File: src/rcor_consts.vh
// Behaviour
// - The channel measures the VCO by counting VCO/32 edges over 1024 periods of the 25 MHz reference.
// - The programmed count is used only while the manual count enable bit of the high register is one.
// - With the CTLE override bit set, the boost from the override value register is applied.
// - The applied CTLE boost is always readable in a read-only register, adaptive or overridden.
// - With divide ratio 4 or 8 and the CTLE override bit clear, the CTLE does not adapt and the low-rate CTLE value is applied.
// - The output is muted without signal or without lock, and otherwise carries raw or retimed data.
// - Output select 1 routes retimed data (default when locked) and 0 routes raw equalizer data.
// - The output multiplexer override value is the three-bit field at bits 7:5 of the output register.
// - Without detected signal the channel, output driver included, is powered down and muted.
// - Divider field codes 0, 1, 2 and 3 select divide ratios 1, 2, 4 and 8.
// - The divider field replaces the automatic choice only while bit 2 of the control register is set.
`ifndef RCOR_CONSTS_VH
`define RCOR_CONSTS_VH

// Register offsets
`define RCOR_ADDR_CTLE_OVR_VAL 8'h03
`define RCOR_ADDR_CHAN_OVR_CTL 8'h09
`define RCOR_ADDR_VCO_DIV_SEL 8'h18
`define RCOR_ADDR_OUT_MUX_CTL 8'h1e
`define RCOR_ADDR_CTLE_OVR_EN 8'h2d
`define RCOR_ADDR_LOW_RATE_CTLE 8'h3a
`define RCOR_ADDR_CTLE_READBACK 8'h52
`define RCOR_ADDR_G1_COUNT_LOW 8'h62
`define RCOR_ADDR_G1_COUNT_HIGH 8'h63
`define RCOR_ADDR_TOL_DELTAS 8'h64

// Field positions
`define RCOR_BIT_DIV_OVR_EN 2
`define RCOR_BIT_MUX_OVR_EN 5
`define RCOR_BIT_CTLE_OVR_EN 3
`define RCOR_BIT_MANUAL_COUNT 7
`define RCOR_BIT_OUT_SEL 7
`define RCOR_DIV_FIELD_HI 6
`define RCOR_DIV_FIELD_LO 4
`define RCOR_MUX_FIELD_HI 7
`define RCOR_MUX_FIELD_LO 5

// Reset values
`define RCOR_RST_REG 8'h00
`define RCOR_RST_OUT_MUX 8'h80

// Measurement constants
`define RCOR_REF_FREQ_MHZ 25
`define RCOR_REF_WINDOW 1024
`define RCOR_VCO_PRESCALE 32

`endif

File: src/rcor_channel_regs.v
`timescale 1ns/1ps
`include "rcor_consts.vh"

module rcor_channel_regs #(
  parameter DEFAULT_COUNT = 15'h0000,
  parameter LOW_RATE_RESET = 8'h00
) (
  // Clock and reset
  input wire clk_i,
  input wire resetn_i,
  input wire ce_i,
  // Register port from the serial management engine
  input wire [7:0] reg_addr_i,
  input wire [7:0] reg_wdata_i,
  input wire reg_wr_i,
  input wire reg_rd_i,
  output reg [7:0] reg_rdata_o,
  // Channel status from the analog and CDR logic
  input wire signal_detect_i,
  input wire cdr_locked_i,
  input wire [7:0] adaptive_boost_i,
  input wire [2:0] auto_div_code_i,
  // Measurement pins
  input wire ref_tick_pin_i,
  input wire vco_div32_pin_i,
  // Channel controls
  output reg [7:0] ctle_boost_o,
  output reg [3:0] div_ratio_o,
  output reg div_reserved_o,
  output reg out_mute_o,
  output reg out_sel_retimed_o,
  output reg [2:0] mux_override_o,
  output reg channel_power_o,
  output reg [14:0] measured_count_o,
  output reg freq_ok_o
);

  ////////////////////////////////////////////////////////////////////////////
  // Storage

  reg [7:0] ctle_boost_override_value;
  reg [7:0] channel_override_control;
  reg [7:0] vco_divider_select;
  reg [7:0] output_mux_control;
  reg [7:0] ctle_override_enable;
  reg [7:0] low_rate_ctle_value;
  reg [7:0] ctle_applied_readback;
  reg [7:0] group1_count_low;
  reg [7:0] group1_count_high_override;
  reg [7:0] vco_tolerance_deltas;

  wire [14:0] meas_count;
  wire meas_done;
  reg [2:0] div_code;
  reg [3:0] next_ratio;
  reg [7:0] next_boost;
  reg [14:0] vco_target_count;
  reg [14:0] diff;
  wire manual_count_enable;
  wire [3:0] vco_count_tolerance;

  // Divider code to ratio; codes above 3 are reserved and fall back to 1
  function [3:0] rcor_div_ratio;
    input [2:0] code;
    begin
      case (code)
        3'd0: rcor_div_ratio = 4'd1;
        3'd1: rcor_div_ratio = 4'd2;
        3'd2: rcor_div_ratio = 4'd4;
        3'd3: rcor_div_ratio = 4'd8;
        default: rcor_div_ratio = 4'd1;
      endcase
    end
  endfunction

  ////////////////////////////////////////////////////////////////////////////
  // Frequency measurement

  // One-cycle done pulse marks the end of each reference window
  rcor_freq_meter #(
    .WINDOW(`RCOR_REF_WINDOW),
    .CW(15)
  ) u_meter (
    .clk_i(clk_i),
    .resetn_i(resetn_i),
    .ce_i(ce_i),
    .ref_tick_pin_i(ref_tick_pin_i),
    .vco_div32_pin_i(vco_div32_pin_i),
    .count_o(meas_count),
    .done_o(meas_done)
  );

  // Field views of the count and tolerance registers
  assign manual_count_enable = group1_count_high_override[`RCOR_BIT_MANUAL_COUNT];
  assign vco_count_tolerance = vco_tolerance_deltas[3:0];

  // Target selection and distance to the measured count
  always @* begin
    if (manual_count_enable) begin
      vco_target_count = {group1_count_high_override[6:0], group1_count_low};
    end else begin
      vco_target_count = DEFAULT_COUNT[14:0];
    end
    if (meas_count > vco_target_count) begin
      diff = meas_count - vco_target_count;
    end else begin
      diff = vco_target_count - meas_count;
    end
  end

  ////////////////////////////////////////////////////////////////////////////
  // Divider and CTLE selection

  always @* begin
    if (channel_override_control[`RCOR_BIT_DIV_OVR_EN]) begin
      div_code = vco_divider_select[`RCOR_DIV_FIELD_HI:`RCOR_DIV_FIELD_LO];
    end else begin
      div_code = auto_div_code_i;
    end
    next_ratio = rcor_div_ratio(div_code);
    if (ctle_override_enable[`RCOR_BIT_CTLE_OVR_EN]) begin
      next_boost = ctle_boost_override_value;
    end else if (next_ratio == 4'd4 || next_ratio == 4'd8) begin
      next_boost = low_rate_ctle_value;
    end else begin
      next_boost = adaptive_boost_i;
    end
  end

  ////////////////////////////////////////////////////////////////////////////
  // Register writes

  always @(posedge clk_i or negedge resetn_i) begin
    if (!resetn_i) begin
      ctle_boost_override_value <= `RCOR_RST_REG;
      channel_override_control <= `RCOR_RST_REG;
      vco_divider_select <= `RCOR_RST_REG;
      output_mux_control <= `RCOR_RST_OUT_MUX;
      ctle_override_enable <= `RCOR_RST_REG;
      low_rate_ctle_value <= LOW_RATE_RESET[7:0];
      group1_count_low <= `RCOR_RST_REG;
      group1_count_high_override <= `RCOR_RST_REG;
      vco_tolerance_deltas <= `RCOR_RST_REG;
    end else if (ce_i && reg_wr_i) begin
      // Values hold until rewritten; the readback register ignores writes
      case (reg_addr_i)
        `RCOR_ADDR_CTLE_OVR_VAL: ctle_boost_override_value <= reg_wdata_i;
        `RCOR_ADDR_CHAN_OVR_CTL: channel_override_control <= reg_wdata_i;
        `RCOR_ADDR_VCO_DIV_SEL: vco_divider_select <= reg_wdata_i;
        `RCOR_ADDR_OUT_MUX_CTL: output_mux_control <= reg_wdata_i;
        `RCOR_ADDR_CTLE_OVR_EN: ctle_override_enable <= reg_wdata_i;
        `RCOR_ADDR_LOW_RATE_CTLE: low_rate_ctle_value <= reg_wdata_i;
        `RCOR_ADDR_G1_COUNT_LOW: group1_count_low <= reg_wdata_i;
        `RCOR_ADDR_G1_COUNT_HIGH: group1_count_high_override <= reg_wdata_i;
        `RCOR_ADDR_TOL_DELTAS: vco_tolerance_deltas <= reg_wdata_i;
        default: ;
      endcase
    end
  end

  ////////////////////////////////////////////////////////////////////////////
  // Register reads, registered; unmapped offsets read zero

  always @(posedge clk_i or negedge resetn_i) begin
    if (!resetn_i) begin
      reg_rdata_o <= 8'h00;
    end else if (ce_i && reg_rd_i) begin
      // A read and a write in one cycle return the old value
      case (reg_addr_i)
        `RCOR_ADDR_CTLE_OVR_VAL: reg_rdata_o <= ctle_boost_override_value;
        `RCOR_ADDR_CHAN_OVR_CTL: reg_rdata_o <= channel_override_control;
        `RCOR_ADDR_VCO_DIV_SEL: reg_rdata_o <= vco_divider_select;
        `RCOR_ADDR_OUT_MUX_CTL: reg_rdata_o <= output_mux_control;
        `RCOR_ADDR_CTLE_OVR_EN: reg_rdata_o <= ctle_override_enable;
        `RCOR_ADDR_LOW_RATE_CTLE: reg_rdata_o <= low_rate_ctle_value;
        `RCOR_ADDR_CTLE_READBACK: reg_rdata_o <= ctle_applied_readback;
        `RCOR_ADDR_G1_COUNT_LOW: reg_rdata_o <= group1_count_low;
        `RCOR_ADDR_G1_COUNT_HIGH: reg_rdata_o <= group1_count_high_override;
        `RCOR_ADDR_TOL_DELTAS: reg_rdata_o <= vco_tolerance_deltas;
        default: reg_rdata_o <= 8'h00;
      endcase
    end
  end

  ////////////////////////////////////////////////////////////////////////////
  // Applied settings and output control

  always @(posedge clk_i or negedge resetn_i) begin
    if (!resetn_i) begin
      ctle_applied_readback <= 8'h00;
      ctle_boost_o <= 8'h00;
      div_ratio_o <= 4'd1;
      div_reserved_o <= 1'b0;
      out_mute_o <= 1'b1;
      out_sel_retimed_o <= 1'b1;
      mux_override_o <= 3'b000;
      channel_power_o <= 1'b0;
      measured_count_o <= 15'h0000;
      freq_ok_o <= 1'b0;
    end else if (ce_i) begin
      // Readback mirrors the exact boost driven to the equalizer
      ctle_boost_o <= next_boost;
      ctle_applied_readback <= next_boost;
      div_ratio_o <= next_ratio;
      div_reserved_o <= div_code[2];
      // Muting follows status one cycle later; power tracks signal detect only
      channel_power_o <= signal_detect_i;
      out_mute_o <= !signal_detect_i || !cdr_locked_i;
      mux_override_o <= output_mux_control[`RCOR_MUX_FIELD_HI:`RCOR_MUX_FIELD_LO];
      if (channel_override_control[`RCOR_BIT_MUX_OVR_EN]) begin
        out_sel_retimed_o <= output_mux_control[`RCOR_BIT_OUT_SEL];
      end else begin
        out_sel_retimed_o <= 1'b1;
      end
      // Verdict moves only at window ends, so a read never sees half a result
      if (meas_done) begin
        measured_count_o <= meas_count;
        freq_ok_o <= (diff <= {11'h000, vco_count_tolerance});
      end
    end
  end

endmodule

File: src/rcor_freq_meter.v
`timescale 1ns/1ps
`include "rcor_consts.vh"

module rcor_freq_meter #(
  parameter WINDOW = `RCOR_REF_WINDOW,
  parameter CW = 15
) (
  // Clock and reset
  input wire clk_i,
  input wire resetn_i,
  input wire ce_i,
  // Pins from outside the clock domain
  input wire ref_tick_pin_i,
  input wire vco_div32_pin_i,
  // Result
  output reg [CW-1:0] count_o,
  output reg done_o
);

  reg [2:0] ref_sync;
  reg [2:0] vco_sync;
  reg ref_stable;
  reg vco_stable;
  reg [10:0] ref_cnt;
  reg [CW-1:0] vco_cnt;
  wire ref_rise;
  wire vco_rise;

  // A rise counts once the second and third stages agree
  assign ref_rise = (ref_sync[1] == ref_sync[2]) && ref_sync[2] && !ref_stable;
  assign vco_rise = (vco_sync[1] == vco_sync[2]) && vco_sync[2] && !vco_stable;

  // Synchronise, then count VCO/32 edges over the reference window
  always @(posedge clk_i or negedge resetn_i) begin
    if (!resetn_i) begin
      ref_sync <= 3'b000;
      vco_sync <= 3'b000;
      ref_stable <= 1'b0;
      vco_stable <= 1'b0;
      ref_cnt <= 11'h000;
      vco_cnt <= {CW{1'b0}};
      count_o <= {CW{1'b0}};
      done_o <= 1'b0;
    end else if (ce_i) begin
      ref_sync <= {ref_sync[1:0], ref_tick_pin_i};
      vco_sync <= {vco_sync[1:0], vco_div32_pin_i};
      if (ref_sync[1] == ref_sync[2]) ref_stable <= ref_sync[2];
      if (vco_sync[1] == vco_sync[2]) vco_stable <= vco_sync[2];
      done_o <= 1'b0;
      if (ref_rise && (ref_cnt == WINDOW[10:0] - 11'h001)) begin
        count_o <= vco_cnt + {{(CW-1){1'b0}}, vco_rise && (vco_cnt != {CW{1'b1}})};
        done_o <= 1'b1;
        ref_cnt <= 11'h000;
        vco_cnt <= {CW{1'b0}};
      end else begin
        if (ref_rise) ref_cnt <= ref_cnt + 11'h001;
        if (vco_rise && (vco_cnt != {CW{1'b1}})) vco_cnt <= vco_cnt + {{(CW-1){1'b0}}, 1'b1};
      end
    end
  end

endmodule

File: config.mk
export PLATFORM = sky130hd
export DESIGN_NAME = rcor_channel_regs
export DESIGN_NICKNAME = d
export VERILOG_FILES = /design/src/rcor_channel_regs.v /design/src/rcor_freq_meter.v
export VERILOG_INCLUDE_DIRS = /design/src /design/src/src
export SDC_FILE = /design/constraint.sdc
export NUM_CORES = 1
export LEC_CHECK = 0
export ABC_AREA = 1
export BUFFER_PORTS_ARGS = -buffer_cell sky130_fd_sc_hd__buf_2
export CAP_MARGIN = 20
export CORE_MARGIN = 3
export CORE_UTILIZATION = 30
export DETAILED_ROUTE_END_ITERATION = 16
export SLEW_MARGIN = 15
export SYNTH_ARGS = -nofsm -noshare
export SYNTH_HDL_FRONTEND = slang
export SYNTH_HIERARCHICAL = 1
export SYNTH_SLANG_ARGS = --single-unit
File: constraint.sdc
create_clock -name clk_i -period 4.5 [get_ports clk_i]
set_input_delay 0 -clock clk_i [delete_from_list [all_inputs] [get_ports clk_i]]
set_output_delay 0 -clock clk_i [all_outputs]
set_load 0.005 [all_outputs]
==> results of run 1 <==
==> state kept, by name, summed over array words and instances (netlist names), 4 cells and up <==
signal	count
measured_count_o	15
low_rate_ctle_value	8
group1_count_high_override	8
div_ratio_o	4
u_meter/vco_cnt	15
group1_count_low	8
ctle_applied_readback	8
u_meter/count_o	15
u_meter/ref_cnt	11
output_mux_control	8
vco_divider_select	8
reg_rdata_o	8
channel_override_control	8
ctle_boost_override_value	8
ctle_override_enable	8
vco_tolerance_deltas	8
==> power breakdown <==
part / internal, uW / switching, uW
Combinational: 167 / 287
Clock: 743 / 715
Sequential: 1560 / 68.9
==> layout make-up <==
type	instances	area [sq um]	area share (%)
multi-input cells	1015	5085	42.87
flip-flops and latches	165	4134	34.85
inverters	222	833.3	7.025
repair buffers	106	668.1	5.633
well taps	442	553.0	4.662
clock buffers	17	425.4	3.586
clock inverters	15	162.7	1.371
==> worst max-delay path: cells and delay by family (launching register included) <==
kind	cells	cell delay, ps
compound gates	5	830
simple gates	12	1130
buf+inv	2	110
flops	1	590
xor+xnor	1	140
fa+ha+maj	2	730
==> synth_stat cells, drive strengths merged, types with 16 or more instances <==
cell type  number  share of area, %
nand2         498                19
inv           219               8.1
dfrtp         161                39
o21ai         131               6.5
nor2          129               5.5
nand3          75               3.7
ha             41               5.0
a21oi          34               1.9
o22ai          34               2.1
nand4          27               1.9
buf            16               1.1
xor2           16               1.4
==> through the flow <==
stage	utilization, %	instance area, sq um	hold WS (ps)
2_1_floorplan	-	10210	-295.6
3_3_place_gp	33.40	11030	110.3
3_5_place_dp	33.40	11030	100.9
4_1_cts	35.88	11850	0.8139
5_1_grt	35.91	11860	28.39
6_report	35.91	11860	13.56
==> how the worst min path moves through the flow <==
| stage | startpoint | to | cells past startpoint |
|---|---|---|---|
| 2_1_floorplan | resetn_i | channel_override_control[0]$_DFFE_PN0P_ | 0 |
| 3_3_place_gp | resetn_i | vco_divider_select[1]$_DFFE_PN0P_ | 1 |
| 3_5_place_dp | resetn_i | vco_divider_select[1]$_DFFE_PN0P_ | 1 |
| 4_1_cts | adaptive_boost_i[2] | ctle_applied_readback[2]$_DFFE_PN0P_ | 5 |
| 5_1_grt | adaptive_boost_i[0] | ctle_applied_readback[0]$_DFFE_PN0P_ | 5 |
| 6_report | auto_div_code_i[1] | div_ratio_o[1]$_DFFE_PN0P_ | 5 |
==> routing by layer <==
layer	vias to the layer above	routed length, um	share of wire (%)
met2	234	14390	48
met4	0	509	1.7
met5	-	0	0
li1	4716	-	-
met1	4419	13640	45
met3	26	1468	4.9
==> kinds of logic (layout without fill, tap and decap cells) <==
group | after synthesis | after routing | synth area share (%)
xor gates and xnor gates | 22 | 22 | 1.887
AOI/OAI and AO/OA | 207 | 207 | 10.98
and+or+nand+nor | 743 | 743 | 31.52
buffers and inverters | 250 | 360 | 9.717
adders and majority gates | 43 | 43 | 5.416
DFF | 165 | 165 | 40.49
==> impl_metrics.yaml, run 1 <==
sta:
  rsz0062_at_grt: "false"
  hold_violations: 0
  layout_min_cycle_time_ps: 3658
  fmax_mhz: 273.4
  tightest_slew_ps: 775.6
  relSlewSlack_pct: 48.15
  drv_slew: 0
  fin_crit_sh_pct: 81.28
  tns_ps: 0
  finalSetupViolCount: 0
  fin_worst_skew_ps: 20.85
  layout_setup_ws_ps: 842.2
synthesis:
  synthCells: 1430
  synth_area_sq_mm: 0.01021
  yosysUniqueCellTypes: 48
  synth-seq-cells: 165
  syn_avg_cell_area_sq_um: 7.141
  synthFlopType: "dfrtp_1"
  ys_seq_area_share_pct: 40.49
  synth_enable_flop_cells: 0
  syn_nets: 1509
  synth_warnings: 6
  async_flop_share_pct: 100.0
finish:
  stdcell_count: 1982
  layout_commonest_cell: "nand2_1"
  layout_common_cells: "nand2_1 (483), inv_1 (208), dfrtp_1 (161), nor2_1 (117), o21ai_0 (100)"
  nFillCells: 3576
  antenna_cells: 0
  syn2layout_area_growth_pct: 16.16
  drive_above_1_share_pct: 11.17
  nNetsFinal: 1606
detailed_routing:
  wire_per_inst_um: 15.14
  ant_nets: 0
  vias_per_cell: 4.740
  first_pass_iters: 5
  routed_wirelength_um: 30010
  drt-initial-drc-count: 623
  drc_errors: 0
  num_vias: 9395
global_route:
  grt_overflow: 0
  use_met2_pct: 28.26
  grt_use_met1_pct: 22.81
  grt_pass1_vias: 9059
  grt_use_total_pct: 16.77
  use_met3_pct: 2.224
  grt_pass1_wl_um: 48460
  grt_max_degree: 79
  grt-busiest-layer: "met2"
  antenna_found_initial: 0
setup_path:
  cp_slowest_cell: "dfrtp_1"
  crit_path_max_fanout: 16
  cp_cell_sequence: "nand2_1, inv_1, ha_1, nand2_1, nor2_2, nand2_1, nand2_2, nand2_4, a21oi_4, nand2_1, o21ai_1, xnor2_1, inv_1, ha_1, nand2_1, o21ai_0, a21oi_1, a31o_2, nand3_1, nor2_1, nand3_1, nand2_1"
  critPathLaunchType: "flip-flop"
  crit_start: "group1_count_high_override[7]$_DFFE_PN0P_"
  r2r-end: "freq_ok_o$_DFFE_PN0P_"
  crit_top_cell: "nand2_1"
  cp.required_ps: 4840
  reg2reg_slack_ps: 840
  cp-endpoint: "freq_ok_o$_DFFE_PN0P_"
  end_kind: "flip-flop"
  crit_type: "flip-flop to flip-flop"
  worst_path_largest_cell_delay_ps: 590
  worstPathArrival_ps: 4000
  r2r-start: "group1_count_high_override[7]$_DFFE_PN0P_"
  ff2ff_path_depth: 22
clocking:
  cts_root_buf: "clkbuf_16"
  insertion_delay_ps: 440
  cts-hold-fix-buffers: 23
  cts_sinks: 165
  cts_made_buffers: 17
  clk_pin_slew_ps: 80
  cts_tree: "built"
  cts_setup_buffers: 0
  cts_buffer_depth: 2
  cts_max_level: 4
  ctsResizeCount: 0
power:
  power_density_mw_per_mm2: 298.5
  p_leak_uw: 0.006232
  vdd_drop_max_mv: 0.3094
  power_uw: 3540
placed_design:
  dp_worst_setup_slack_ps: 875.3
  place.gp.congestion: 0.8994
  dpl.cell_count: 1926
  port_buffers: 78
  dp_hpwl_um: 22680
floorplanning:
  die_w_um: 190.5
  start_util_pct: 30.91
  io_pins: 79
  core_sq_mm: 0.03303
  rows: 66
  die_area_sq_mm: 0.03629
  die_h_um: 190.5
status:
  outcome: "finished, final reports clean"
run:
  cap_violations: 0
min_path:
  holdCritPathClass: "input pin to flip-flop"
(Power assumes the default switching activity.)
==> run 2: changes to the inputs <==
--- a/config.mk
+++ b/config.mk
@@ -6,7 +6,7 @@
 export SDC_FILE = /design/constraint.sdc
 export NUM_CORES = 1
 export LEC_CHECK = 0
-export ABC_AREA = 1
+export ABC_AREA = 0
 export BUFFER_PORTS_ARGS = -buffer_cell sky130_fd_sc_hd__buf_2
 export CAP_MARGIN = 20
 export CORE_MARGIN = 3
==> constraint.sdc (replaced) <==
create_clock -name clk_i -period 3.2 [get_ports clk_i]
set_input_delay 0 -clock clk_i [delete_from_list [all_inputs] [get_ports clk_i]]
set_output_delay 0 -clock clk_i [all_outputs]
set_load 0.005 [all_outputs]
==> run 2 against run 1 <==
Net effect:
- the run now ends with negative setup slack left
- global-route usage down 1.0 points
- maximum frequency shrank 3.0%
- combinational power is 19% higher
- via count is 17% lower
- design area rose by 1.3%
- critical endpoint unchanged
- largest power group unchanged
==> impl_metrics.yaml, run 2 <==
floorplanning:
  die_h_um: 183.9
  start_util_pct: 30.73
  io_pins: 79
  rows: 64
  die_area_sq_mm: 0.03383
  die_w_um: 183.9
  core_sq_mm: 0.03091
power:
  switching_power_uw: 1317
  power.share.combinational_pct: 10.7
  vdd_drop_max_mv: 0.4069
  p_leak_uw: 0.005739
  p_clk_share_pct: 42.8
  power_density_mw_per_mm2: 419.3
  internal_power_uw: 3721
  swShare_pct: 26.14
  pwr-share-seq_pct: 46.4
status:
  outcome: "finished, violations left"
  violations: "negative setup slack"
sta:
  relSlewSlack_pct: 38.61
  rsz0062_at_grt: "true"
  drv_slew: 0
  tns_ps: -570.2
  fmax_mhz: 265.2
  finalSetupViolCount: 1
  hold_violations: 0
  layout_setup_ws_ps: -570.2
  fin_crit_sh_pct: 117.8
  layout_min_cycle_time_ps: 3770
  tightest_slew_ps: 918.7
  fin_worst_skew_ps: 10.53
setup_path:
  end_kind: "flip-flop"
  critPathLaunchType: "flip-flop"
  r2r-end: "freq_ok_o$_DFFE_PN0P_"
  reg2reg_slack_ps: -570
  crit_path_max_fanout: 10
  crit_type: "flip-flop to flip-flop"
  worstPathArrival_ps: 4100
  ff2ff_path_depth: 20
  cp.required_ps: 3530
  r2r-start: "group1_count_high_override[7]$_DFFE_PN0P_"
clocking:
  cts_root_buf: "clkbuf_16"
  insertion_delay_ps: 430
  cts_max_level: 4
  cts_buffer_depth: 2
  clk_pin_slew_ps: 70
  cts_sinks: 165
  cts_tree: "built"
  cts_made_buffers: 17
synthesis:
  synth_warnings: 6
  ys_seq_area_share_pct: 43.53
  yosysMostFrequentCell: "dfrtp_1"
  synth_enable_flop_cells: 0
  synth_top_area_share_pct: 42.42
  synth_commonest_cells: "dfrtp_1 (161), nand2_1 (112), mux2_2 (92)"
  async_flop_share_pct: 100.0
  synth.largest_area_cell: "dfrtp_1"
  syn_nets: 1011
  syn_avg_cell_area_sq_um: 10.19
  synthCells: 932
  yosysUniqueCellTypes: 84
  synth_area_sq_mm: 0.009498
  synth-seq-cells: 165
  synthFlopType: "dfrtp_1"
  synth.area.top_cells: "dfrtp_1 (42%), mux2_2 (11%), ha_1 (5.4%), nand2_1 (4.4%), o21ai_0 (2.7%)"
global_route:
  grt_overflow: 0
  use_met2_pct: 26.60
  use_met3_pct: 2.592
  grt_use_total_pct: 15.76
  grt_pass1_vias: 7940
  grt-busiest-layer: "met2"
  grt_max_degree: 98
  grt_use_met1_pct: 20.96
  grt_pass1_wl_um: 42670
  antenna_found_initial: 0
detailed_routing:
  vias_per_cell: 5.063
  wire_per_inst_um: 17.16
  drt-initial-drc-count: 560
  num_vias: 7771
  routed_wirelength_um: 26330
  first_pass_iters: 5
  drc_errors: 0
  ant_nets: 0
min_path:
  holdCritPathClass: "input pin to flip-flop"
  hold_path_depth: 4
  hold-path-endpoint: "ctle_applied_readback[7]$_DFFE_PN0P_"
  min-delay-start: "adaptive_boost_i[7]"
finish:
  antenna_cells: 0
  syn2layout_area_growth_pct: 26.51
  finish.utilization_pct: 38.87
  top_regs: "measured_count_o: 15 flops, u_meter/count_o: 15 flops, u_meter/vco_cnt: 15 flops"
  layout_commonest_cell: "dfrtp_1"
  nNetsFinal: 1205
  drive_above_1_share_pct: 33.71
  layout_common_cells: "dfrtp_1 (160), buf_4 (125), nand2_1 (111), mux2_2 (92), buf_2 (77)"
  nFillCells: 3039
placed_design:
  port_buffers: 78
  dp_hpwl_um: 19460
  place.gp.congestion: 0.8989
run:
  cap_violations: 0
run 2: worst max-delay path, stage by stage, from the launching register on:
cell and delay (ps):
dfrtp_2 490, nand2_1 120, inv_1 40, ha_1 290
buf_4 190, nand2_1 90, nor2_2 50, buf_4 130
and3_1 170, o31a_1 360, nand3b_1 100, o21ai_1 80
xnor2_1 130, ha_1 320, a21oi_2 120, o21ai_1 70
a21o_1 180, nor4_2 220, o211ai_1 120, a21o_1 210
o41ai_2 190
run 2: worst max path at each step:
stage,from,to
floorplan,group1_count_high_override[7]$_DFFE_PN0P_,freq_ok_o$_DFFE_PN0P_
global placement,group1_count_high_override[7]$_DFFE_PN0P_,freq_ok_o$_DFFE_PN0P_
detailed placement,group1_count_high_override[7]$_DFFE_PN0P_,freq_ok_o$_DFFE_PN0P_
CTS,group1_count_high_override[7]$_DFFE_PN0P_,freq_ok_o$_DFFE_PN0P_
global route,group1_count_high_override[7]$_DFFE_PN0P_,freq_ok_o$_DFFE_PN0P_
finish,group1_count_high_override[7]$_DFFE_PN0P_,freq_ok_o$_DFFE_PN0P_
run 2: area by class of cell:
type / instances / area, sq um / area share (%)
inverter: 47 / 176.4 / 1.468
clock inverter: 13 / 173.9 / 1.447
multi-input combinational: 672 / 5045 / 41.99
sequential: 165 / 4135 / 34.42
timing repair buffer: 223 / 1546 / 12.87
clock buffer: 19 / 442.9 / 3.686
tap: 396 / 495.5 / 4.124
run 2: power by group through the flow:
stage	Clock [uW]	Combinational, uW	Sequential, uW
after floorplan	0	349	2320
after global placement	0	513	2370
after detailed placement	0	520	2380
after CTS	2200	544	2340
after global routing	2290	608	2360
final	2160	539	2340
run 2: layer usage:
metal | share of wire (%) | routed length (um)
met5 | 0 | 0
met4 | 1.6 | 426
met3 | 4.4 | 1149
met2 | 50 | 13060
met1 | 44 | 11700
run 2: logic make-up after synthesis:
group | synth area share [%]
AND/OR/NAND/NOR | 15.54
XOR/XNOR | 3.043
adder cells (fa/ha/maj) | 5.823
AO/OA/AOI/OAI | 15.03
buffers and inverters | 4.650
multiplexers | 12.38
flip-flops | 43.53
run 2: timing repair:
item | in CTS | in global routing
endpoints found under the setup margin | 1 | 1
hold buffers | 18 | 0
endpoints found under the hold margin | 148 | 0
buffers inserted | 1 | 0
gates resized for setup | 8 | 10
pin swaps | 2 | 1
run 2: through the flow:
step | worst slack (ps) | cell area (sq um) | total power, uW | cells | hold WS [ps]
after detailed placement | -740.0 | 11090 | 2896 | 1484 | 63.16
after global placement | -558.6 | 11090 | 2888 | 1484 | 58.85
after CTS | -550.0 | 11960 | 5082 | 1535 | 15.00
after floorplan | -664.6 | 9520 | 2669 | 932 | -295.6
final | -570.2 | 12020 | 5038 | 1535 | 23.27
after global routing | -790.2 | 12020 | 5258 | 1535 | 23.67
==> run 3: changes to the inputs <==
==> constraint.sdc (replaced) <==
create_clock -name clk_i -period 3.2 [get_ports clk_i]
set_input_delay 0.32 -clock clk_i [delete_from_list [all_inputs] [get_ports clk_i]]
set_output_delay 0.32 -clock clk_i [all_outputs]
set_load 0.005 [all_outputs]
==> run 3 against run 2 <==
Net effect:
- the flow still finishes with violations (negative setup slack)
- hold slack gained 18 ps
- global-route usage is essentially flat
- combinational power shrank 0.7%
- largest power group unchanged
- core utilization shrank 0.13 points
- first-iteration DRC count shrank 4.5%
- via count shrank 0.39%
- highest routed layer is now met5
- worst setup slack gained 50 ps
- final cell count shrank 0.72%
- critical path depth shrank 1
- register-to-register slack gained 50 ps
- non-clock buffer count shrank 11
- die area is the same
==> impl_metrics.yaml, run 3 (synthesized netlist as in run 2, its figures left out) <==
status:
  outcome: "finished, violations left"
  violations: "negative setup slack"
detailed_routing:
  drt-initial-drc-count: 535
  drc_errors: 0
  ant_nets: 0
  first_pass_iters: 5
  num_vias: 7741
  wire_per_inst_um: 17.37
  vias_per_cell: 5.079
  routed_wirelength_um: 26470
finish:
  fin_area_sq_mm: 0.01198
  antenna_cells: 0
  nFillCells: 3062
  layout_commonest_cell: "dfrtp_1"
  drive_above_1_share_pct: 35.90
  nNetsFinal: 1194
  finish.utilization_pct: 38.75
  top_regs: "measured_count_o: 15 flops, u_meter/count_o: 15 flops, u_meter/vco_cnt: 15 flops"
  syn2layout_area_growth_pct: 26.10
  layout_common_cells: "dfrtp_1 (160), buf_4 (129), nand2_1 (105), mux2_2 (92), buf_2 (77)"
power:
  vdd_drop_max_mv: 0.3562
  p_clk_share_pct: 43.0
  p_leak_uw: 0.005707
  swShare_pct: 26.30
  power_uw: 5048
  pwr-share-seq_pct: 46.4
  power_density_mw_per_mm2: 421.5
  switching_power_uw: 1328
  power.share.combinational_pct: 10.6
  internal_power_uw: 3721
clocking:
  cts_made_buffers: 17
  clk_pin_slew_ps: 70
  cts_sinks: 165
  cts_buffer_depth: 2
  cts_tree: "built"
  insertion_delay_ps: 440
  cts_root_buf: "clkbuf_16"
  cts_max_level: 4
floorplanning:
  rows: 64
  die_h_um: 183.9
  die_area_sq_mm: 0.03383
  io_pins: 79
  die_w_um: 183.9
  core_sq_mm: 0.03091
  start_util_pct: 30.73
setup_path:
  critPathLaunchType: "flip-flop"
  cp_slowest_cell: "dfrtp_2"
  crit_type: "flip-flop to flip-flop"
  cp.required_ps: 3540
  crit_path_max_fanout: 6
  ff2ff_path_depth: 19
  r2r-end: "freq_ok_o$_DFFE_PN0P_"
  reg2reg_slack_ps: -520
  cp_cell_sequence: "buf_6, nand2_2, inv_2, ha_4, nand3_1, a21oi_1, or3b_4, o31a_1, nand3b_1, o21ai_1, xnor2_1, ha_1, a21oi_2, o21ai_1, a21o_1, nor4_2, o211ai_1, a21o_1, o41ai_2"
  worst_path_largest_cell_delay_ps: 470
  end_kind: "flip-flop"
  r2r-start: "group1_count_high_override[7]$_DFFE_PN0P_"
  worstPathArrival_ps: 4060
placed_design:
  placed_area_sq_mm: 0.01107
  port_buffers: 78
  place.gp.congestion: 0.8975
  dp_hpwl_um: 19630
min_path:
  hold-path-endpoint: "out_mute_o$_DFFE_PN1P_"
  hold_path_depth: 2
  min-delay-start: "cdr_locked_i"
  holdCritPathClass: "input pin to flip-flop"
sta:
  layout_setup_ws_ps: -520.1
  tightest_slew_ps: 911.1
  fmax_mhz: 268.8
  relSlewSlack_pct: 39.11
  finalSetupViolCount: 1
  hold_violations: 0
  fin_crit_sh_pct: 116.3
  drv_slew: 0
  fin_worst_skew_ps: 12.88
  layout_min_cycle_time_ps: 3720
  rsz0062_at_grt: "true"
  hold_slack_ps: 41.12
global_route:
  antenna_found_initial: 1
  grt_max_degree: 80
  grt_use_total_pct: 15.79
  grt_overflow: 0
  grt_pass1_wl_um: 42590
  grt_pass1_vias: 7868
run:
  cap_violations: 0
==> run 3: cell types whose count changed in the layout (fill, tap and decap cells not counted), sizes merged <==
| cell | delta |
|---|---|
| inv | +2 |
| buf | +6 |
| dlygate4sd3 | -17 |
| clkbuf | +1 |
| clkinv | -3 |
==> run 3: final cells by class <==
class	count	area [sq um]	share of cell area [%]
inverter	47	176.4	1.473
multi-input combinational	672	5126	42.80
timing repair buffer	212	1429	11.93
clock inverter	12	167.7	1.400
sequential	165	4135	34.53
clock buffer	20	446.7	3.730
tap	396	495.5	4.137
==> run 3: layer usage <==
metal / vias to the layer above / GRT usage, % / part of all wire (%)
met5: - / 0 / 0.049
met4: 2 / 5.050 / 2.0
met3: 34 / 2.572 / 3.6
met2: 156 / 25.96 / 48
met1: 3825 / 21.35 / 46
li1: 3724 / - / -
==> run 3: worst max-delay path by stage <==
stage	slack (ps)	depth (start not counted)	startpoint	to
6_report	-520	19	group1_count_high_override[7]$_DFFE_PN0P_	freq_ok_o$_DFFE_PN0P_
5_1_grt	-770	20	group1_count_high_override[7]$_DFFE_PN0P_	freq_ok_o$_DFFE_PN0P_
4_1_cts	-560	19	group1_count_high_override[7]$_DFFE_PN0P_	freq_ok_o$_DFFE_PN0P_
3_5_place_dp	-750	18	group1_count_high_override[7]$_DFFE_PN0P_	freq_ok_o$_DFFE_PN0P_
3_3_place_gp	-700	18	group1_count_high_override[7]$_DFFE_PN0P_	freq_ok_o$_DFFE_PN0P_
2_1_floorplan	-660	22	group1_count_high_override[7]$_DFFE_PN0P_	freq_ok_o$_DFFE_PN0P_
==> run 3: critical path, delay by kind of cell, from the launching register on <==
kind                     cells  cell delay [ps]
AND/OR/NAND/NOR              5              890
AO/OA/AOI/OAI                9             1380
buffers and inverters        2              210
XOR/XNOR                     1              140
flip-flops                   1              470
adder cells (fa/ha/maj)      2              550
==> run 3: power groups by stage <==
| stage | logic, uW | clock network (uW) | registers (uW) |
|---|---|---|---|
| 4_1_cts | 542 | 2220 | 2340 |
| 2_1_floorplan | 349 | 0 | 2320 |
| 5_1_grt | 604 | 2310 | 2360 |
| 3_5_place_dp | 526 | 0 | 2380 |
| 3_3_place_gp | 516 | 0 | 2370 |
| 6_report | 535 | 2170 | 2340 |
==> run 3: through the flow <==
stage | cells | setup WS [ps] | TNS (ps)
floorplan | 932 | -664.6 | -664.6
global placement | 1482 | -703.2 | -703.2
detailed placement | 1482 | -752.0 | -752.0
CTS | 1524 | -559.1 | -559.1
global route | 1524 | -772.1 | -772.1
finish | 1524 | -520.1 | -520.1
==> run 3: what timing repair did <==
item	4_1_cts	5_1_grt
pin swaps	16	7
gates cloned	0	0
hold buffers	1	0
setup endpoints to repair	1	1
buffers inserted	9	0
hold endpoints to repair	45	0
gates resized for setup	35	2
